<file path="config.mk">
export PLATFORM = sky130hd
export DESIGN_NAME = port_wred_egress_queue_config
export DESIGN_NICKNAME = d
export VERILOG_FILES = /design/src/core/wred_egress_pkg.sv /design/src/core/port_wred_egress_queue_config.sv /design/src/core/egress_sched.sv
export SDC_FILE = /design/constraint.sdc
export NUM_CORES = 2
export LEC_CHECK = 0
export BUFFER_PORTS_ARGS = -buffer_cell sky130_fd_sc_hd__buf_2
export CORE_ASPECT_RATIO = 1.75
export CORE_UTILIZATION = 45
export CTS_CLUSTER_DIAMETER = 50
export DETAILED_ROUTE_END_ITERATION = 16
export HOLD_SLACK_MARGIN = 0.1
export MAX_ROUTING_LAYER = met4
export PLACE_DENSITY = 0.74
export SYNTH_ARGS = -nofsm -noshare
export SYNTH_HDL_FRONTEND = slang
export SYNTH_SLANG_ARGS = --single-unit
export TNS_END_PERCENT = 10
</file>
<file path="constraint.sdc">
create_clock -name clk_in -period 19.39 [get_ports clk_in]
set_clock_uncertainty 0.2 [all_clocks]
set_input_delay 1.939 -clock clk_in [delete_from_list [all_inputs] [get_ports clk_in]]
set_output_delay 1.939 -clock clk_in [all_outputs]
set_load 0.01 [all_outputs]
</file>
<file path="src/core/wred_egress_pkg.sv">
package wred_egress_pkg;
   localparam int unsigned NUM_Q = 4;
   localparam int unsigned THR_W = 11;
   localparam int unsigned CNT_W = 24;
   localparam int unsigned WGT_W = 7;

   // register byte offsets, one aligned word each
   localparam logic [11:0] OFF_MEM_CTRL_0 = 12'h830;
   localparam logic [11:0] OFF_MEM_CTRL_1 = 12'h834;
   localparam logic [11:0] OFF_Q_CTRL_0   = 12'h840;
   localparam logic [11:0] OFF_Q_CTRL_1   = 12'h844;
   localparam logic [11:0] OFF_MON_CTRL   = 12'h848;
   localparam logic [11:0] OFF_Q_INDEX    = 12'h900;
   localparam logic [11:0] OFF_VID_REPL   = 12'h904;
   localparam logic [11:0] OFF_TXQ_CTRL   = 12'h914;

   // field positions
   localparam int unsigned HI_LSB       = 16;
   localparam int unsigned MON_RDE      = 31;
   localparam int unsigned MON_FLUSH    = 30;
   localparam int unsigned MON_ALL_COL  = 29;
   localparam int unsigned MON_YR       = 28;
   localparam int unsigned MON_R        = 27;
   localparam int unsigned MON_DROP_ALL = 26;
   localparam int unsigned IDX_B3_LSB   = 24;
   localparam int unsigned SCHED_LSB    = 6;
   localparam int unsigned SHAPER_LSB   = 4;
   localparam int unsigned WEIGHT_LSB   = 8;

   // values after reset
   localparam logic [10:0] RST_PM_MAX  = 11'h400;
   localparam logic [10:0] RST_PM_MIN  = 11'h080;
   localparam logic [10:0] RST_PM_MULT = 11'h020;
   localparam logic [10:0] RST_Q_MAX   = 11'h080;
   localparam logic [10:0] RST_Q_MIN   = 11'h009;
   localparam logic [10:0] RST_Q_MULT  = 11'h010;
   localparam logic [6:0]  RST_WEIGHT  = 7'h01;
   localparam logic [15:0] RST_LFSR    = 16'hace1;

   // encodings
   localparam logic [1:0] SCHED_STRICT = 2'h0;
   localparam logic [1:0] SCHED_WRR    = 2'h2;
   localparam logic [1:0] SHAPER_NONE  = 2'h0;
   localparam logic [1:0] COL_GREEN    = 2'h0;
   localparam logic [1:0] COL_RED      = 2'h2;
   localparam logic [1:0] RESP_OKAY    = 2'h0;
   localparam logic [1:0] RESP_SLVERR  = 2'h2;
endpackage : wred_egress_pkg

</file>
<file path="src/core/port_wred_egress_queue_config.sv">
`timescale 1ns/1ps
// Overview of operation
// - memory-level probability multiplier, bits 26:16, reset 0x020
// - per-queue max/min thresholds, reset 0x080 and 0x009
// - per-queue probability multiplier, reset 0x010
// - read-only queue and memory average sizes
// - bit 31 enables random dropping
// - flush counters on rising edge of bit 30
// - bits 29..27 protect colours from dropping
// - bit 26 drops all above maximum
// - read-only 24-bit event count per queue
// - 2-bit queue index selects indexed registers
// - index also writable as byte 0x903
// - replace nonzero egress VLAN ID with default
// - scheduler mode only for 2 or 4 queues
// - strict priority serves highest queue first
// - round robin serves queues in turn
// - shaper mode selects none, credit, time-aware
// - 7-bit weight limits packets per turn
// - memory-level thresholds, reset 0x400 and 0x080
module port_wred_egress_queue_config
   import wred_egress_pkg::*;
(
   // clock and reset
   input  logic        clk_in,
   input  logic        rst_n_in,
   // axi4-lite write
   input  logic [11:0] awaddr_in,
   input  logic [2:0]  awprot_in,
   input  logic        awvalid_in,
   output logic        awready_out,
   input  logic [31:0] wdata_in,
   input  logic [3:0]  wstrb_in,
   input  logic        wvalid_in,
   output logic        wready_out,
   output logic [1:0]  bresp_out,
   output logic        bvalid_out,
   input  logic        bready_in,
   // axi4-lite read
   input  logic [11:0] araddr_in,
   input  logic [2:0]  arprot_in,
   input  logic        arvalid_in,
   output logic        arready_out,
   output logic [31:0] rdata_out,
   output logic [1:0]  rresp_out,
   output logic        rvalid_out,
   input  logic        rready_in,
   // queue measurement
   input  logic [10:0] mem_avg_in,
   input  logic [43:0] q_avg_in,
   input  logic [3:0]  pkt_event_in,
   // drop decision
   input  logic        pkt_valid_in,
   input  logic [1:0]  pkt_queue_in,
   input  logic [1:0]  pkt_colour_in,
   output logic        drop_valid_out,
   output logic        drop_out,
   // scheduler
   input  logic [2:0]  queue_count_in,
   input  logic [3:0]  q_ready_in,
   input  logic        pkt_sent_in,
   output logic        sel_valid_out,
   output logic [1:0]  sel_queue_out,
   output logic [7:0]  shaper_mode_out,
   // egress vlan id
   input  logic [11:0] port_default_vlan_id_in,
   input  logic        double_tag_in,
   input  logic [11:0] eg_vid_in,
   input  logic [11:0] eg_outer_provider_tag_in,
   output logic [11:0] eg_vid_out,
   output logic [11:0] eg_outer_provider_tag_out
);
   logic [10:0] pm_max_ff;
   logic [10:0] pm_min_ff;
   logic [10:0] pm_mult_ff;
   logic [10:0] q_max_ff    [NUM_Q];
   logic [10:0] q_min_ff    [NUM_Q];
   logic [10:0] q_mult_ff   [NUM_Q];
   logic [23:0] q_cnt_ff    [NUM_Q];
   logic [1:0]  sched_ff    [NUM_Q];
   logic [1:0]  shaper_ff   [NUM_Q];
   logic [6:0]  weight_ff   [NUM_Q];
   logic [10:0] q_avg       [NUM_Q];
   logic [27:0] weights;
   logic [5:0]  mon_ff;
   logic [1:0]  idx_ff;
   logic        repl_ff;
   logic [15:0] lfsr_ff;
   logic        aw_hold_ff;
   logic        w_hold_ff;
   logic [11:0] aw_addr_ff;
   logic [31:0] w_data_ff;
   logic [3:0]  w_strb_ff;
   logic        bvalid_ff;
   logic [1:0]  bresp_ff;
   logic        rvalid_ff;
   logic [31:0] rdata_ff;
   logic [1:0]  rresp_ff;
   logic        wr_go;
   logic [31:0] wval;
   logic        flush_pulse;
   logic        drop_ff;
   logic        dvalid_ff;
   logic [11:0] vid_ff;
   logic [11:0] outer_ff;

   function automatic logic mapped(input logic [11:0] a);
      logic [11:0] w;
      w = {a[11:2], 2'b00};
      return (w == OFF_MEM_CTRL_0) || (w == OFF_MEM_CTRL_1) || (w == OFF_Q_CTRL_0) ||
             (w == OFF_Q_CTRL_1) || (w == OFF_MON_CTRL) || (w == OFF_Q_INDEX) ||
             (w == OFF_VID_REPL) || (w == OFF_TXQ_CTRL);
   endfunction : mapped

   function automatic logic [31:0] rd_mux(input logic [11:0] a);
      logic [31:0] r;
      r = '0;
      case ({a[11:2], 2'b00})
         OFF_MEM_CTRL_0: r = {5'h00, pm_max_ff, 5'h00, pm_min_ff};
         OFF_MEM_CTRL_1: r = {5'h00, pm_mult_ff, 5'h00, mem_avg_in};
         OFF_Q_CTRL_0:   r = {5'h00, q_max_ff[idx_ff], 5'h00, q_min_ff[idx_ff]};
         OFF_Q_CTRL_1:   r = {5'h00, q_mult_ff[idx_ff], 5'h00, q_avg[idx_ff]};
         OFF_MON_CTRL:   r = {mon_ff, 2'b00, q_cnt_ff[idx_ff]};
         // index mirrored in byte 3 so a byte read at 0x903 sees it
         OFF_Q_INDEX:    r = {6'h00, idx_ff, 22'h00_0000, idx_ff};
         OFF_VID_REPL:   r = {31'h0000_0000, repl_ff};
         OFF_TXQ_CTRL:   r = {17'h0_0000, weight_ff[idx_ff], sched_ff[idx_ff],
                              shaper_ff[idx_ff], 4'h0};
         default:        r = '0;
      endcase
      return r;
   endfunction : rd_mux

   // byte lanes not strobed keep their current contents
   always_comb begin
      wval = rd_mux(aw_addr_ff);
      for (int b = 0; b < 4; b++) begin
         if (w_strb_ff[b]) begin
            wval[b*8 +: 8] = w_data_ff[b*8 +: 8];
         end
      end
   end

   assign wr_go = aw_hold_ff && w_hold_ff && !bvalid_ff;
   assign awready_out = !aw_hold_ff && !bvalid_ff;
   assign wready_out = !w_hold_ff && !bvalid_ff;
   assign arready_out = !rvalid_ff;
   assign bvalid_out = bvalid_ff;
   assign bresp_out = bresp_ff;
   assign rvalid_out = rvalid_ff;
   assign rdata_out = rdata_ff;
   assign rresp_out = rresp_ff;

   always_ff @(posedge clk_in) begin
      if (!rst_n_in) begin
         aw_hold_ff <= 1'b0;
         aw_addr_ff <= 12'h000;
      end else if (awvalid_in && awready_out) begin
         aw_hold_ff <= 1'b1;
         aw_addr_ff <= awaddr_in;
      end else if (wr_go) begin
         aw_hold_ff <= 1'b0;
      end
   end

   always_ff @(posedge clk_in) begin
      if (!rst_n_in) begin
         w_hold_ff <= 1'b0;
         w_data_ff <= '0;
         w_strb_ff <= 4'h0;
      end else if (wvalid_in && wready_out) begin
         w_hold_ff <= 1'b1;
         w_data_ff <= wdata_in;
         w_strb_ff <= wstrb_in;
      end else if (wr_go) begin
         w_hold_ff <= 1'b0;
      end
   end

   always_ff @(posedge clk_in) begin
      if (!rst_n_in) begin
         bvalid_ff <= 1'b0;
         bresp_ff <= RESP_OKAY;
      end else if (wr_go) begin
         bvalid_ff <= 1'b1;
         bresp_ff <= mapped(aw_addr_ff) ? RESP_OKAY : RESP_SLVERR;
      end else if (bready_in) begin
         bvalid_ff <= 1'b0;
      end
   end

   always_ff @(posedge clk_in) begin
      if (!rst_n_in) begin
         rvalid_ff <= 1'b0;
         rdata_ff <= '0;
         rresp_ff <= RESP_OKAY;
      end else if (arvalid_in && arready_out) begin
         rvalid_ff <= 1'b1;
         rdata_ff <= rd_mux(araddr_in);
         rresp_ff <= mapped(araddr_in) ? RESP_OKAY : RESP_SLVERR;
      end else if (rready_in) begin
         rvalid_ff <= 1'b0;
      end
   end

   // port-wide registers
   always_ff @(posedge clk_in) begin
      if (!rst_n_in) begin
         pm_max_ff <= RST_PM_MAX;
         pm_min_ff <= RST_PM_MIN;
         pm_mult_ff <= RST_PM_MULT;
         mon_ff <= 6'h00;
         idx_ff <= 2'd0;
         repl_ff <= 1'b0;
      end else if (wr_go) begin
         case ({aw_addr_ff[11:2], 2'b00})
            OFF_MEM_CTRL_0: begin
               pm_max_ff <= wval[HI_LSB +: THR_W];
               pm_min_ff <= wval[THR_W-1:0];
            end
            OFF_MEM_CTRL_1: pm_mult_ff <= wval[HI_LSB +: THR_W];
            OFF_MON_CTRL:   mon_ff <= wval[31:26];
            OFF_Q_INDEX: begin
               // a lone byte-3 write is the 8-bit form of the index
               if (w_strb_ff == 4'h8) begin
                  idx_ff <= wval[IDX_B3_LSB +: 2];
               end else begin
                  idx_ff <= wval[1:0];
               end
            end
            OFF_VID_REPL:   repl_ff <= wval[0];
            default: begin
            end
         endcase
      end
   end

   assign flush_pulse = wr_go && ({aw_addr_ff[11:2], 2'b00} == OFF_MON_CTRL) &&
                        wval[MON_FLUSH] && !mon_ff[MON_FLUSH-26];

   for (genvar i = 0; i < NUM_Q; i++) begin : g_q
      logic sel_wr;
      assign sel_wr = wr_go && (idx_ff == 2'(i));
      assign q_avg[i] = q_avg_in[i*THR_W +: THR_W];
      assign weights[i*WGT_W +: WGT_W] = weight_ff[i];
      assign shaper_mode_out[i*2 +: 2] = shaper_ff[i];

      always_ff @(posedge clk_in) begin
         if (!rst_n_in) begin
            q_max_ff[i] <= RST_Q_MAX;
            q_min_ff[i] <= RST_Q_MIN;
            q_mult_ff[i] <= RST_Q_MULT;
            sched_ff[i] <= SCHED_WRR;
            shaper_ff[i] <= SHAPER_NONE;
            weight_ff[i] <= RST_WEIGHT;
         end else if (sel_wr) begin
            case ({aw_addr_ff[11:2], 2'b00})
               OFF_Q_CTRL_0: begin
                  q_max_ff[i] <= wval[HI_LSB +: THR_W];
                  q_min_ff[i] <= wval[THR_W-1:0];
               end
               OFF_Q_CTRL_1: q_mult_ff[i] <= wval[HI_LSB +: THR_W];
               OFF_TXQ_CTRL: begin
                  // reserved scheduler codes are refused, old mode stays
                  if (wval[SCHED_LSB +: 2] == SCHED_STRICT ||
                      wval[SCHED_LSB +: 2] == SCHED_WRR) begin
                     sched_ff[i] <= wval[SCHED_LSB +: 2];
                  end
                  shaper_ff[i] <= wval[SHAPER_LSB +: 2];
                  weight_ff[i] <= wval[WEIGHT_LSB +: WGT_W];
               end
               default: begin
               end
            endcase
         end
      end

      // a packet event in the flush cycle still counts
      always_ff @(posedge clk_in) begin
         if (!rst_n_in) begin
            q_cnt_ff[i] <= 24'h00_0000;
         end else if (flush_pulse) begin
            q_cnt_ff[i] <= {23'h00_0000, pkt_event_in[i]};
         end else if (pkt_event_in[i] && q_cnt_ff[i] != 24'hff_ffff) begin
            q_cnt_ff[i] <= 24'(q_cnt_ff[i] + 24'd1);
         end
      end
   end

   // drop decision, one cycle after the packet is offered
   logic [10:0] sel_avg;
   logic [10:0] sel_min;
   logic [10:0] sel_max;
   logic [21:0] q_prod;
   logic [21:0] pm_prod;
   logic        protect;
   logic        q_over;
   logic        q_rand;
   logic        pm_rand;
   logic        drop_now;

   assign sel_avg = q_avg[pkt_queue_in];
   assign sel_min = q_min_ff[pkt_queue_in];
   assign sel_max = q_max_ff[pkt_queue_in];
   assign protect = mon_ff[MON_ALL_COL-26] ||
                    (mon_ff[MON_YR-26] && pkt_colour_in != COL_GREEN) ||
                    (mon_ff[MON_R-26] && pkt_colour_in == COL_RED);
   assign q_over = sel_avg > sel_max;
   assign q_prod = 22'(11'(sel_avg - sel_min)) * 22'(q_mult_ff[pkt_queue_in]);
   assign pm_prod = 22'(11'(mem_avg_in - pm_min_ff)) * 22'(pm_mult_ff);
   assign q_rand = (sel_avg >= sel_min) && (q_prod[21:6] > lfsr_ff);
   assign pm_rand = (mem_avg_in >= pm_min_ff) && (pm_prod[21:6] > lfsr_ff);
   assign drop_now = mon_ff[MON_RDE-26] && !protect &&
                     ((q_over && mon_ff[MON_DROP_ALL-26]) || q_rand || pm_rand);

   always_ff @(posedge clk_in) begin
      if (!rst_n_in) begin
         lfsr_ff <= RST_LFSR;
      end else begin
         lfsr_ff <= {lfsr_ff[14:0], lfsr_ff[15] ^ lfsr_ff[13] ^ lfsr_ff[12] ^ lfsr_ff[10]};
      end
   end

   always_ff @(posedge clk_in) begin
      if (!rst_n_in) begin
         drop_ff <= 1'b0;
         dvalid_ff <= 1'b0;
      end else begin
         dvalid_ff <= pkt_valid_in;
         drop_ff <= pkt_valid_in && drop_now;
      end
   end

   assign drop_valid_out = dvalid_ff;
   assign drop_out = drop_ff;

   // only the tag that carries the port id is rewritten
   always_ff @(posedge clk_in) begin
      if (!rst_n_in) begin
         vid_ff <= 12'h000;
         outer_ff <= 12'h000;
      end else begin
         vid_ff <= eg_vid_in;
         outer_ff <= eg_outer_provider_tag_in;
         if (repl_ff && double_tag_in && eg_outer_provider_tag_in != 12'h000) begin
            outer_ff <= port_default_vlan_id_in;
         end
         if (repl_ff && !double_tag_in && eg_vid_in != 12'h000) begin
            vid_ff <= port_default_vlan_id_in;
         end
      end
   end

   assign eg_vid_out = vid_ff;
   assign eg_outer_provider_tag_out = outer_ff;

   // scheduler takes its mode from the queue-0 entry
   egress_sched u_sched (
      .clk_in         (clk_in),
      .rst_n_in       (rst_n_in),
      .sched_mode_in  (sched_ff[0]),
      .queue_count_in (queue_count_in),
      .weights_in     (weights),
      .q_ready_in     (q_ready_in),
      .pkt_sent_in    (pkt_sent_in),
      .sel_valid_out  (sel_valid_out),
      .sel_queue_out  (sel_queue_out)
   );
endmodule : port_wred_egress_queue_config

</file>
<file path="src/core/egress_sched.sv">
`timescale 1ns/1ps
module egress_sched
   import wred_egress_pkg::*;
(
   // clock and reset
   input  logic        clk_in,
   input  logic        rst_n_in,
   // configuration
   input  logic [1:0]  sched_mode_in,
   input  logic [2:0]  queue_count_in,
   input  logic [27:0] weights_in,
   // queue state
   input  logic [3:0]  q_ready_in,
   input  logic        pkt_sent_in,
   // selection
   output logic        sel_valid_out,
   output logic [1:0]  sel_queue_out
);
   logic [3:0] mask;
   logic [3:0] active;
   logic       multi;
   logic [1:0] cur_ff;
   logic [6:0] cnt_ff;
   logic [6:0] wgt;
   logic       valid_ff;
   logic [1:0] hi_q;
   logic [1:0] rr_q;

   assign multi = (queue_count_in == 3'd2) || (queue_count_in == 3'd4);
   assign mask = (queue_count_in == 3'd4) ? 4'hf : ((queue_count_in == 3'd2) ? 4'h3 : 4'h1);
   assign active = q_ready_in & mask;
   assign wgt = weights_in[cur_ff*WGT_W +: WGT_W];

   always_comb begin
      hi_q = 2'd0;
      for (int k = 0; k < NUM_Q; k++) begin
         if (active[k]) begin
            hi_q = 2'(k);
         end
      end
   end

   // next queue in descending turn, wrapping from 0 to 3
   always_comb begin
      rr_q = cur_ff;
      for (int k = 3; k >= 1; k--) begin
         if (active[2'(cur_ff - 2'(k))]) begin
            rr_q = 2'(cur_ff - 2'(k));
         end
      end
   end

   always_ff @(posedge clk_in) begin
      if (!rst_n_in) begin
         cur_ff <= 2'd0;
         cnt_ff <= 7'h00;
      end else if (!multi) begin
         cur_ff <= 2'd0;
         cnt_ff <= 7'h00;
      end else if (sched_mode_in == SCHED_STRICT) begin
         cur_ff <= hi_q;
         cnt_ff <= 7'h00;
      end else if (!active[cur_ff]) begin
         cur_ff <= rr_q;
         cnt_ff <= 7'h00;
      end else if (pkt_sent_in) begin
         // a zero weight is misuse; it behaves as one packet
         if (7'(cnt_ff + 7'd1) >= wgt) begin
            cur_ff <= rr_q;
            cnt_ff <= 7'h00;
         end else begin
            cnt_ff <= 7'(cnt_ff + 7'd1);
         end
      end
   end

   always_ff @(posedge clk_in) begin
      if (!rst_n_in) begin
         valid_ff <= 1'b0;
      end else begin
         valid_ff <= |active;
      end
   end

   assign sel_valid_out = valid_ff;
   assign sel_queue_out = cur_ff;
endmodule : egress_sched

</file>
# Yosys cells after proc, flatten, opt, wreduce, memory -nomap -nowiden
# Memory sizes are Yosys's and may differ from the RTL's. A register that Yosys moved wholly into a read port is not among the register bits.
# Cells that the tools add are included.
# word_totals
register_bits,182
ramBits,272
inputBits,182
out_inout_bits,78
word_cells,371
memories,7
# mem_list
memory,depth,word_bits,read_ports,rd_ports_with_merged_regs,write_ports,line_no,rtl
q_cnt_ff,4,24,5,1,4,port_wred_egress_queue_config.sv:79,logic [23:0] q_cnt_ff [NUM_Q];
q_max_ff,4,11,2,1,4,port_wred_egress_queue_config.sv:76,logic [10:0] q_max_ff [NUM_Q];
q_min_ff,4,11,2,1,4,port_wred_egress_queue_config.sv:77,logic [10:0] q_min_ff [NUM_Q];
q_mult_ff,4,11,2,1,4,port_wred_egress_queue_config.sv:78,logic [10:0] q_mult_ff [NUM_Q];
weight_ff,4,7,5,1,4,port_wred_egress_queue_config.sv:82,logic [6:0] weight_ff [NUM_Q];
sched_ff,4,2,2,1,4,port_wred_egress_queue_config.sv:80,logic [1:0] sched_ff [NUM_Q];
1 more memories,n/a,n/a,n/a,n/a,n/a,n/a,
# op_classes
addsub,10
n_mul,3
order_cmp,12
n_eq_ne,31
shift,1
muxes,164
n_bitwise,41
n_reduce_logical,77
# op_table
cell,n
one-hot mux 32 bit (8 select lines),2
two-way mux 24 bit,8
two-way mux 11 bit,16
equality test 10 bit (second input constant),16
adder 24 x 1 -> 24 bit (second input constant),4
!= test 24 bit (second input constant),4
two-way mux 1 bit,85
two-way mux 2 bit,35
binary-select mux 11 bit (select 2 bit),2
multiplier 11 x 11 -> 22 bit,2
two-way mux 7 bit,6
greater-than comparator 16 bit,2
OR 1 bit,32
logical AND 1 bit,30
variable part select 28 x 6 -> 7 bit,1
two-way mux 12 bit,2
two-way mux 8 bit,3
nonzero test 12 bit,2
>= comparator 11 bit,2
subtractor 11 bit,2
logical OR 1 bit,20
AND reduction 2 bit,7
< comparator 2 x 3 -> 1 bit (second input constant),4
greater-than comparator 11 bit,1
other kinds (24),51

# Logic depth before layout (Yosys ltp)
# logic_depth
depth_word,14
ltp_mapped,40
mapped_depth_nobuf,36

# By module
# Synthesis repeated with hierarchy kept, for this count alone.
# unflattened
cells_unflattened,3348
hier_area_um2,33139.3
# by_module_without_submodules
module,instances,cells_each,area_per_inst_um2,seq_area_each_um2
port_wred_egress_queue_config,1,3214,31968.2,11551.1
egress_sched,1,134,1171.1,200.2

# Least setup slack after synthesis
# OpenSTA, ideal clock, no wires.
# synth_timing
path_kind,input -> register
startpoint,input pkt_queue_in[1]
endpoint,register drop_ff (netlist: drop_out)
setup_ns,0.128
arrival_time_ns,10.773
required_time_ns,19.062
slack_ns,8.289
cell_stages,38
n_path_buf,5
cell_sequence,buf_2 buf_1 clkbuf_1 buf_2 mux4_2 inv_1 ha_1 inv_1 fa_1 a21o_1 a21oi_1 o221ai_1 a21o_1 a21oi_1 xor2_1 buf_2 nand2b_1 fa_1 [... 2 more ...] fa_1 fa_1 inv_1 fa_1 inv_1 ha_1 a21oi_1 o221ai_1 a21oi_1 xnor2_1 ha_1 a21o_1 a21o_1 a221o_1 a221oi_1 o21ai_0 nand3_1 o211ai_1
# synth_via
elab_chain_cells,12
word_cells_on_any_way,18
cone_classes,1 x add/sub; 1 x mul; 3 x order compare; 3 x mux; 1 x bitwise; 6 x reduce/logical; 3 x memory
# synth_lines
element,line_no,rtl
from (decl),port_wred_egress_queue_config.sv:54,"input logic [1:0] pkt_queue_in,"
NOT 2 -> 3 bit (implied by the code),port_wred_egress_queue_config.sv:302,assign sel_avg = q_avg[pkt_queue_in];
binary-select mux 11 bit (select 2 bit),port_wred_egress_queue_config.sv:302,
two-way mux 11 bit (implied by the code) (2 in series),port_wred_egress_queue_config.sv:302,
subtractor 11 bit,port_wred_egress_queue_config.sv:309,assign q_prod = 22'(11'(sel_avg - sel_min)) * 22'(q_mult_ff[pkt_queue_in]);
multiplier 11 x 11 -> 22 bit,port_wred_egress_queue_config.sv:309,
greater-than comparator 16 bit,port_wred_egress_queue_config.sv:311,assign q_rand = (sel_avg >= sel_min) && (q_prod[21:6] > lfsr_ff);
logical AND 1 bit,port_wred_egress_queue_config.sv:311,
logical OR 1 bit * (2 in series),port_wred_egress_queue_config.sv:314,((q_over && mon_ff[MON_DROP_ALL-26]) || q_rand || pm_rand);
logical AND 1 bit *,port_wred_egress_queue_config.sv:313,assign drop_now = mon_ff[MON_RDE-26] && !protect &&
logical AND 1 bit *,port_wred_egress_queue_config.sv:330,drop_ff <= pkt_valid_in && drop_now;
to (signal assigned),port_wred_egress_queue_config.sv:330,
to (decl),port_wred_egress_queue_config.sv:102,logic drop_ff;
# Mark *: on every way between the ends. The rest lies on a longest branch, timed or not. The select of a mux whose other input is x is not followed.
# A chain may end at the register's enable or synchronous reset.

# Worst setup path in the final report
# Ends and elaborated chain as after synthesis.

==> metrics.txt <==
# TYPE chip_impl_metric gauge
chip_impl_info{name="run_status",value="finished with violations"} 1
chip_impl_info{name="failed_checks",value="max-capacitance violations, max-slew violations"} 1
chip_impl_info{name="busiest_metal_layer_after_global_routing",value="met2"} 1
chip_impl_metric{name="synthArstFlopShare",unit=""} 0
chip_impl_metric{name="synth.yosys.warnings",unit=""} 0
chip_impl_metric{name="max_cap_violations",unit=""} 2
chip_impl_metric{name="globalplace.congestion",unit=""} 1.06
chip_impl_metric{name="p_total",unit="W"} 0.00492
chip_impl_metric{name="global_route.usage.met1",unit=""} 0.299
chip_impl_metric{name="setup_viol",unit=""} 0
chip_impl_metric{name="floorplan.core_area",unit="um^2"} 73100
chip_impl_info{name="cts.root.buffer_cell",value="sky130_fd_sc_hd__clkbuf_16"} 1
chip_impl_metric{name="post_route_cells_drive_above_1_share",unit=""} 0.159
chip_impl_metric{name="timing_hold_violations_final",unit=""} 0
chip_impl_metric{name="post_synth_num_cell_types",unit=""} 92
chip_impl_metric{name="syn_area",unit="um^2"} 33400
chip_impl_metric{name="grt_first_pass_wirelength",unit="um"} 165000
chip_impl_metric{name="worst_ir_drop_vdd",unit="V"} 0.000198
chip_impl_metric{name="firstDrtPassIters",unit=""} 8
chip_impl_metric{name="global_route.usage.met3",unit=""} 0.0762
chip_impl_metric{name="timing.slew.headroom",unit=""} -0.0892
chip_impl_info{name="timing.critical_path.from_type",value="primary input"} 1
chip_impl_metric{name="power_leakage",unit="nW"} 14.6
chip_impl_metric{name="drc_errors",unit=""} 0
chip_impl_metric{name="design.die.area",unit="um^2"} 75300
chip_impl_metric{name="setup_total_negative_slack",unit="ns"} 0
chip_impl_info{name="hp-class",value="reg2reg"} 1
chip_impl_metric{name="floorplan.die.height",unit="um"} 362
chip_impl_metric{name="synth_edf_count",unit=""} 272
chip_impl_info{name="synthMostInstantiatedCell",value="sky130_fd_sc_hd__nor2_1"} 1
chip_impl_info{name="slowest_stage",value="sky130_fd_sc_hd__buf_4"} 1
chip_impl_metric{name="groute.layer.met2.usage",unit=""} 0.496
chip_impl_metric{name="maxClockFrequency",unit="MHz"} 86.9
chip_impl_metric{name="period_needed",unit="ns"} 11.51
chip_impl_metric{name="worstPathArrival",unit="ns"} 11.75
chip_impl_metric{name="syn_inst",unit=""} 3408
chip_impl_metric{name="synth-seq-cells",unit=""} 451
chip_impl_metric{name="clock_tree.htree_level_count",unit=""} 2
chip_impl_metric{name="cp.required",unit="ns"} 19.63
chip_impl_metric{name="boundaryPins",unit=""} 260
chip_impl_info{name="synth_commonest_cells",value="sky130_fd_sc_hd__nor2_1, sky130_fd_sc_hd__nand2_1, sky130_fd_sc_hd__inv_1"} 1
chip_impl_metric{name="max-clock-path-buffers",unit=""} 3
chip_impl_metric{name="synth_sequential_area_ratio",unit=""} 0.352
chip_impl_info{name="synth_flop_cell",value="sky130_fd_sc_hd__edfxtp_1"} 1
chip_impl_metric{name="clk_latency",unit="ns"} 0.60
chip_impl_metric{name="reg2reg_setup_slack",unit="ns"} 9.71
chip_impl_metric{name="syn_to_final_growth",unit="%"} 10.7
chip_impl_metric{name="final_antenna_net_count",unit=""} 0
chip_impl_metric{name="final.period_utilization",unit=""} 0.594
chip_impl_metric{name="worst_pin_slew",unit="ns"} 1.59
chip_impl_info{name="cts_tree",value="yes"} 1
chip_impl_info{name="synth_largest_area_cell",value="sky130_fd_sc_hd__edfxtp_1"} 1
chip_impl_info{name="ys_top_cells_by_area",value="sky130_fd_sc_hd__edfxtp_1, sky130_fd_sc_hd__dfxtp_1, sky130_fd_sc_hd__fa_1"} 1
chip_impl_metric{name="grt_start_max_net_pins",unit=""} 90
chip_impl_metric{name="routed_wirelength",unit="um"} 111000
chip_impl_metric{name="clkTransAtPathRegs",unit="ns"} 0.06
chip_impl_metric{name="drv_slew",unit=""} 8
chip_impl_metric{name="initialDrtViolationCount",unit=""} 2632
chip_impl_metric{name="tritoncts_buffer_count",unit=""} 44
chip_impl_metric{name="routed_via_density",unit=""} 6.10
chip_impl_info{name="crit_top_cell",value="sky130_fd_sc_hd__fa_1"} 1
chip_impl_metric{name="slowest_delay",unit="ns"} 0.56
chip_impl_metric{name="cts_setup_buffers",unit=""} 0
chip_impl_metric{name="std_cell_rows",unit=""} 131
chip_impl_metric{name="nNetsFinal",unit=""} 4112
chip_impl_metric{name="cellPowerDensity",unit="nW/um^2"} 133
chip_impl_info{name="unrepaired_setup_endpoints_after_global_routing",value="no"} 1
chip_impl_metric{name="grt_antenna_before_repair",unit=""} 6
chip_impl_metric{name="post-dp-hpwl",unit="um"} 83200
chip_impl_metric{name="post_drt_wl_per_cell",unit="um"} 24.4
chip_impl_metric{name="synth.avg_cell_area",unit="um^2"} 9.79
chip_impl_metric{name="via_count",unit=""} 27800
chip_impl_metric{name="gr-usage-all-layers",unit=""} 0.302
chip_impl_metric{name="postCtsHoldBufs",unit=""} 0
chip_impl_metric{name="io_buffers",unit=""} 246
chip_impl_metric{name="first_global_vias",unit=""} 27900
chip_impl_metric{name="global_route.overflow_total",unit=""} 0
chip_impl_info{name="critPathCaptureType",value="flip-flop"} 1
chip_impl_metric{name="synthDominantCellAreaShare",unit=""} 0.245
chip_impl_metric{name="cts_repair_resize_count",unit=""} 0
chip_impl_metric{name="start_util",unit=""} 0.456
chip_impl_info{name="timing.setup.critical_path_class",value="in2reg"} 1
chip_impl_metric{name="tritoncts_num_sinks",unit=""} 451
chip_impl_metric{name="critPathMaxFanout",unit=""} 35
chip_impl_metric{name="floorplan.die.width",unit="um"} 208
## power by group
part           internal [W]  total [W]  leakage, nW  switching, W
Clock              0.000508   0.000917        0.743      0.000409
Sequential          0.00106    0.00110         4.26     0.0000438
Combinational       0.00118    0.00290         9.57       0.00173
Total               0.00274    0.00492         14.6       0.00218
## state kept, by name, summed over array words and instances (netlist names), 4 cells and up, named ones only
register	count
q_cnt_ff	96
q_max_ff	44
q_min_ff	44
q_mult_ff	44
rdata_out	32
w_data_ff	31
weight_ff	28
lfsr_ff	16
eg_outer_provider_tag_out	12
eg_vid_out	12
pm_max_ff	11
pm_min_ff	11
pm_mult_ff	11
aw_addr_ff	10
sched_ff	8
shaper_ff	8
u_sched.cnt_ff	7
mon_ff	6
w_strb_ff	4
## per-stage QoR
step           hold WS [ns]  std cells  utilization  instance area, um^2  setup WS (ns)
4_1_cts               0.249       4544        0.505                36900           8.00
3_3_place_gp          0.236       4462        0.484                35400           7.47
5_1_grt               0.270       4551        0.505                36900           7.55
3_5_place_dp          0.241       4462        0.484                35400           7.40
2_1_floorplan         0.219       3413            -                33400           8.29
6_report              0.251       4551        0.505                36900           7.88
## cells in the final DEF, fill, tap and decap left out, types with 10 or more instances in the layout
master / synthesis / routed
sky130_fd_sc_hd__clkbuf_16: 0 / 45
sky130_fd_sc_hd__nor4_1: 10 / 10
sky130_fd_sc_hd__nand4_1: 32 / 32
sky130_fd_sc_hd__o21ai_0: 107 / 98
sky130_fd_sc_hd__a21o_1: 25 / 25
sky130_fd_sc_hd__a21oi_1: 139 / 139
sky130_fd_sc_hd__and2_1: 60 / 59
sky130_fd_sc_hd__o22ai_1: 18 / 18
sky130_fd_sc_hd__dfxtp_1: 179 / 176
sky130_fd_sc_hd__a31oi_1: 15 / 15
sky130_fd_sc_hd__ha_1: 192 / 192
sky130_fd_sc_hd__and3_1: 32 / 32
sky130_fd_sc_hd__nand2b_1: 32 / 32
sky130_fd_sc_hd__edfxtp_1: 272 / 272
sky130_fd_sc_hd__inv_1: 299 / 299
sky130_fd_sc_hd__nand3_1: 99 / 99
sky130_fd_sc_hd__nor2b_1: 35 / 33
sky130_fd_sc_hd__or2_2: 14 / 14
sky130_fd_sc_hd__mux2i_1: 58 / 58
sky130_fd_sc_hd__xnor2_1: 74 / 74
sky130_fd_sc_hd__o21ai_1: 9 / 13
sky130_fd_sc_hd__buf_4: 7 / 52
sky130_fd_sc_hd__o21a_1: 13 / 13
sky130_fd_sc_hd__o211ai_1: 14 / 14
sky130_fd_sc_hd__mux4_2: 123 / 123
sky130_fd_sc_hd__nor3_1: 42 / 42
sky130_fd_sc_hd__mux2_2: 14 / 14
sky130_fd_sc_hd__xor2_1: 78 / 78
sky130_fd_sc_hd__a221oi_1: 14 / 14
sky130_fd_sc_hd__nor2_1: 451 / 451
sky130_fd_sc_hd__buf_2: 34 / 245
sky130_fd_sc_hd__and4_1: 16 / 16
sky130_fd_sc_hd__fa_1: 160 / 160
sky130_fd_sc_hd__o221ai_1: 12 / 12
sky130_fd_sc_hd__a22oi_1: 54 / 54
sky130_fd_sc_hd__a211oi_1: 13 / 13
sky130_fd_sc_hd__nand2_1: 399 / 399
## path summary, 6_finish.rpt
| check | from | endpoint | depth (start not counted) |
|---|---|---|---|
| setup / recovery | pkt_queue_in[1] | drop_out | 35 |
| hold / removal | rdata_out[31] | rdata_out[31] | 2 |
| setup reg to reg | pm_min_ff[1] | drop_out | 31 |
| hold reg to reg | rdata_out[31] | rdata_out[31] | 2 |
## layout make-up
class | count | area [um^2]
antenna | 6 | 15.0
clock buffer | 58 | 1230
clock inverter | 24 | 285
fill | 6664 | 36200
inverter | 300 | 1130
multi-input combinational | 2484 | 19700
sequential | 451 | 11800
tap | 931 | 1160
timing repair buffer | 297 | 1620
## critical path, delay by kind of cell
family          cells  cell delay [ns]
mux                 1             0.44
simple gates        2             0.29
compound gates     14             3.18
fa+ha+maj           9             3.85
xor+xnor            2             0.68
buf+inv             7             1.32
## logic make-up after synthesis
kind of cell | after synthesis | share of synthesized area
AND/OR/NAND/NOR | 1269 | 0.175
AO/OA/AOI/OAI | 500 | 0.0969
buffers and inverters | 478 | 0.0577
flip-flops | 451 | 0.352
adder cells (fa/ha/maj) | 352 | 0.168
multiplexers | 205 | 0.110
XOR/XNOR | 152 | 0.0399
other | 1 | 0.000112
## per-layer routing
metal / part of all wire / wire length (um)
met5: 0 / 0
met4: 0.10 / 11500
met3: 0.095 / 10600
met2: 0.48 / 53800
met1: 0.32 / 35200
(Power assumes the default switching activity.)
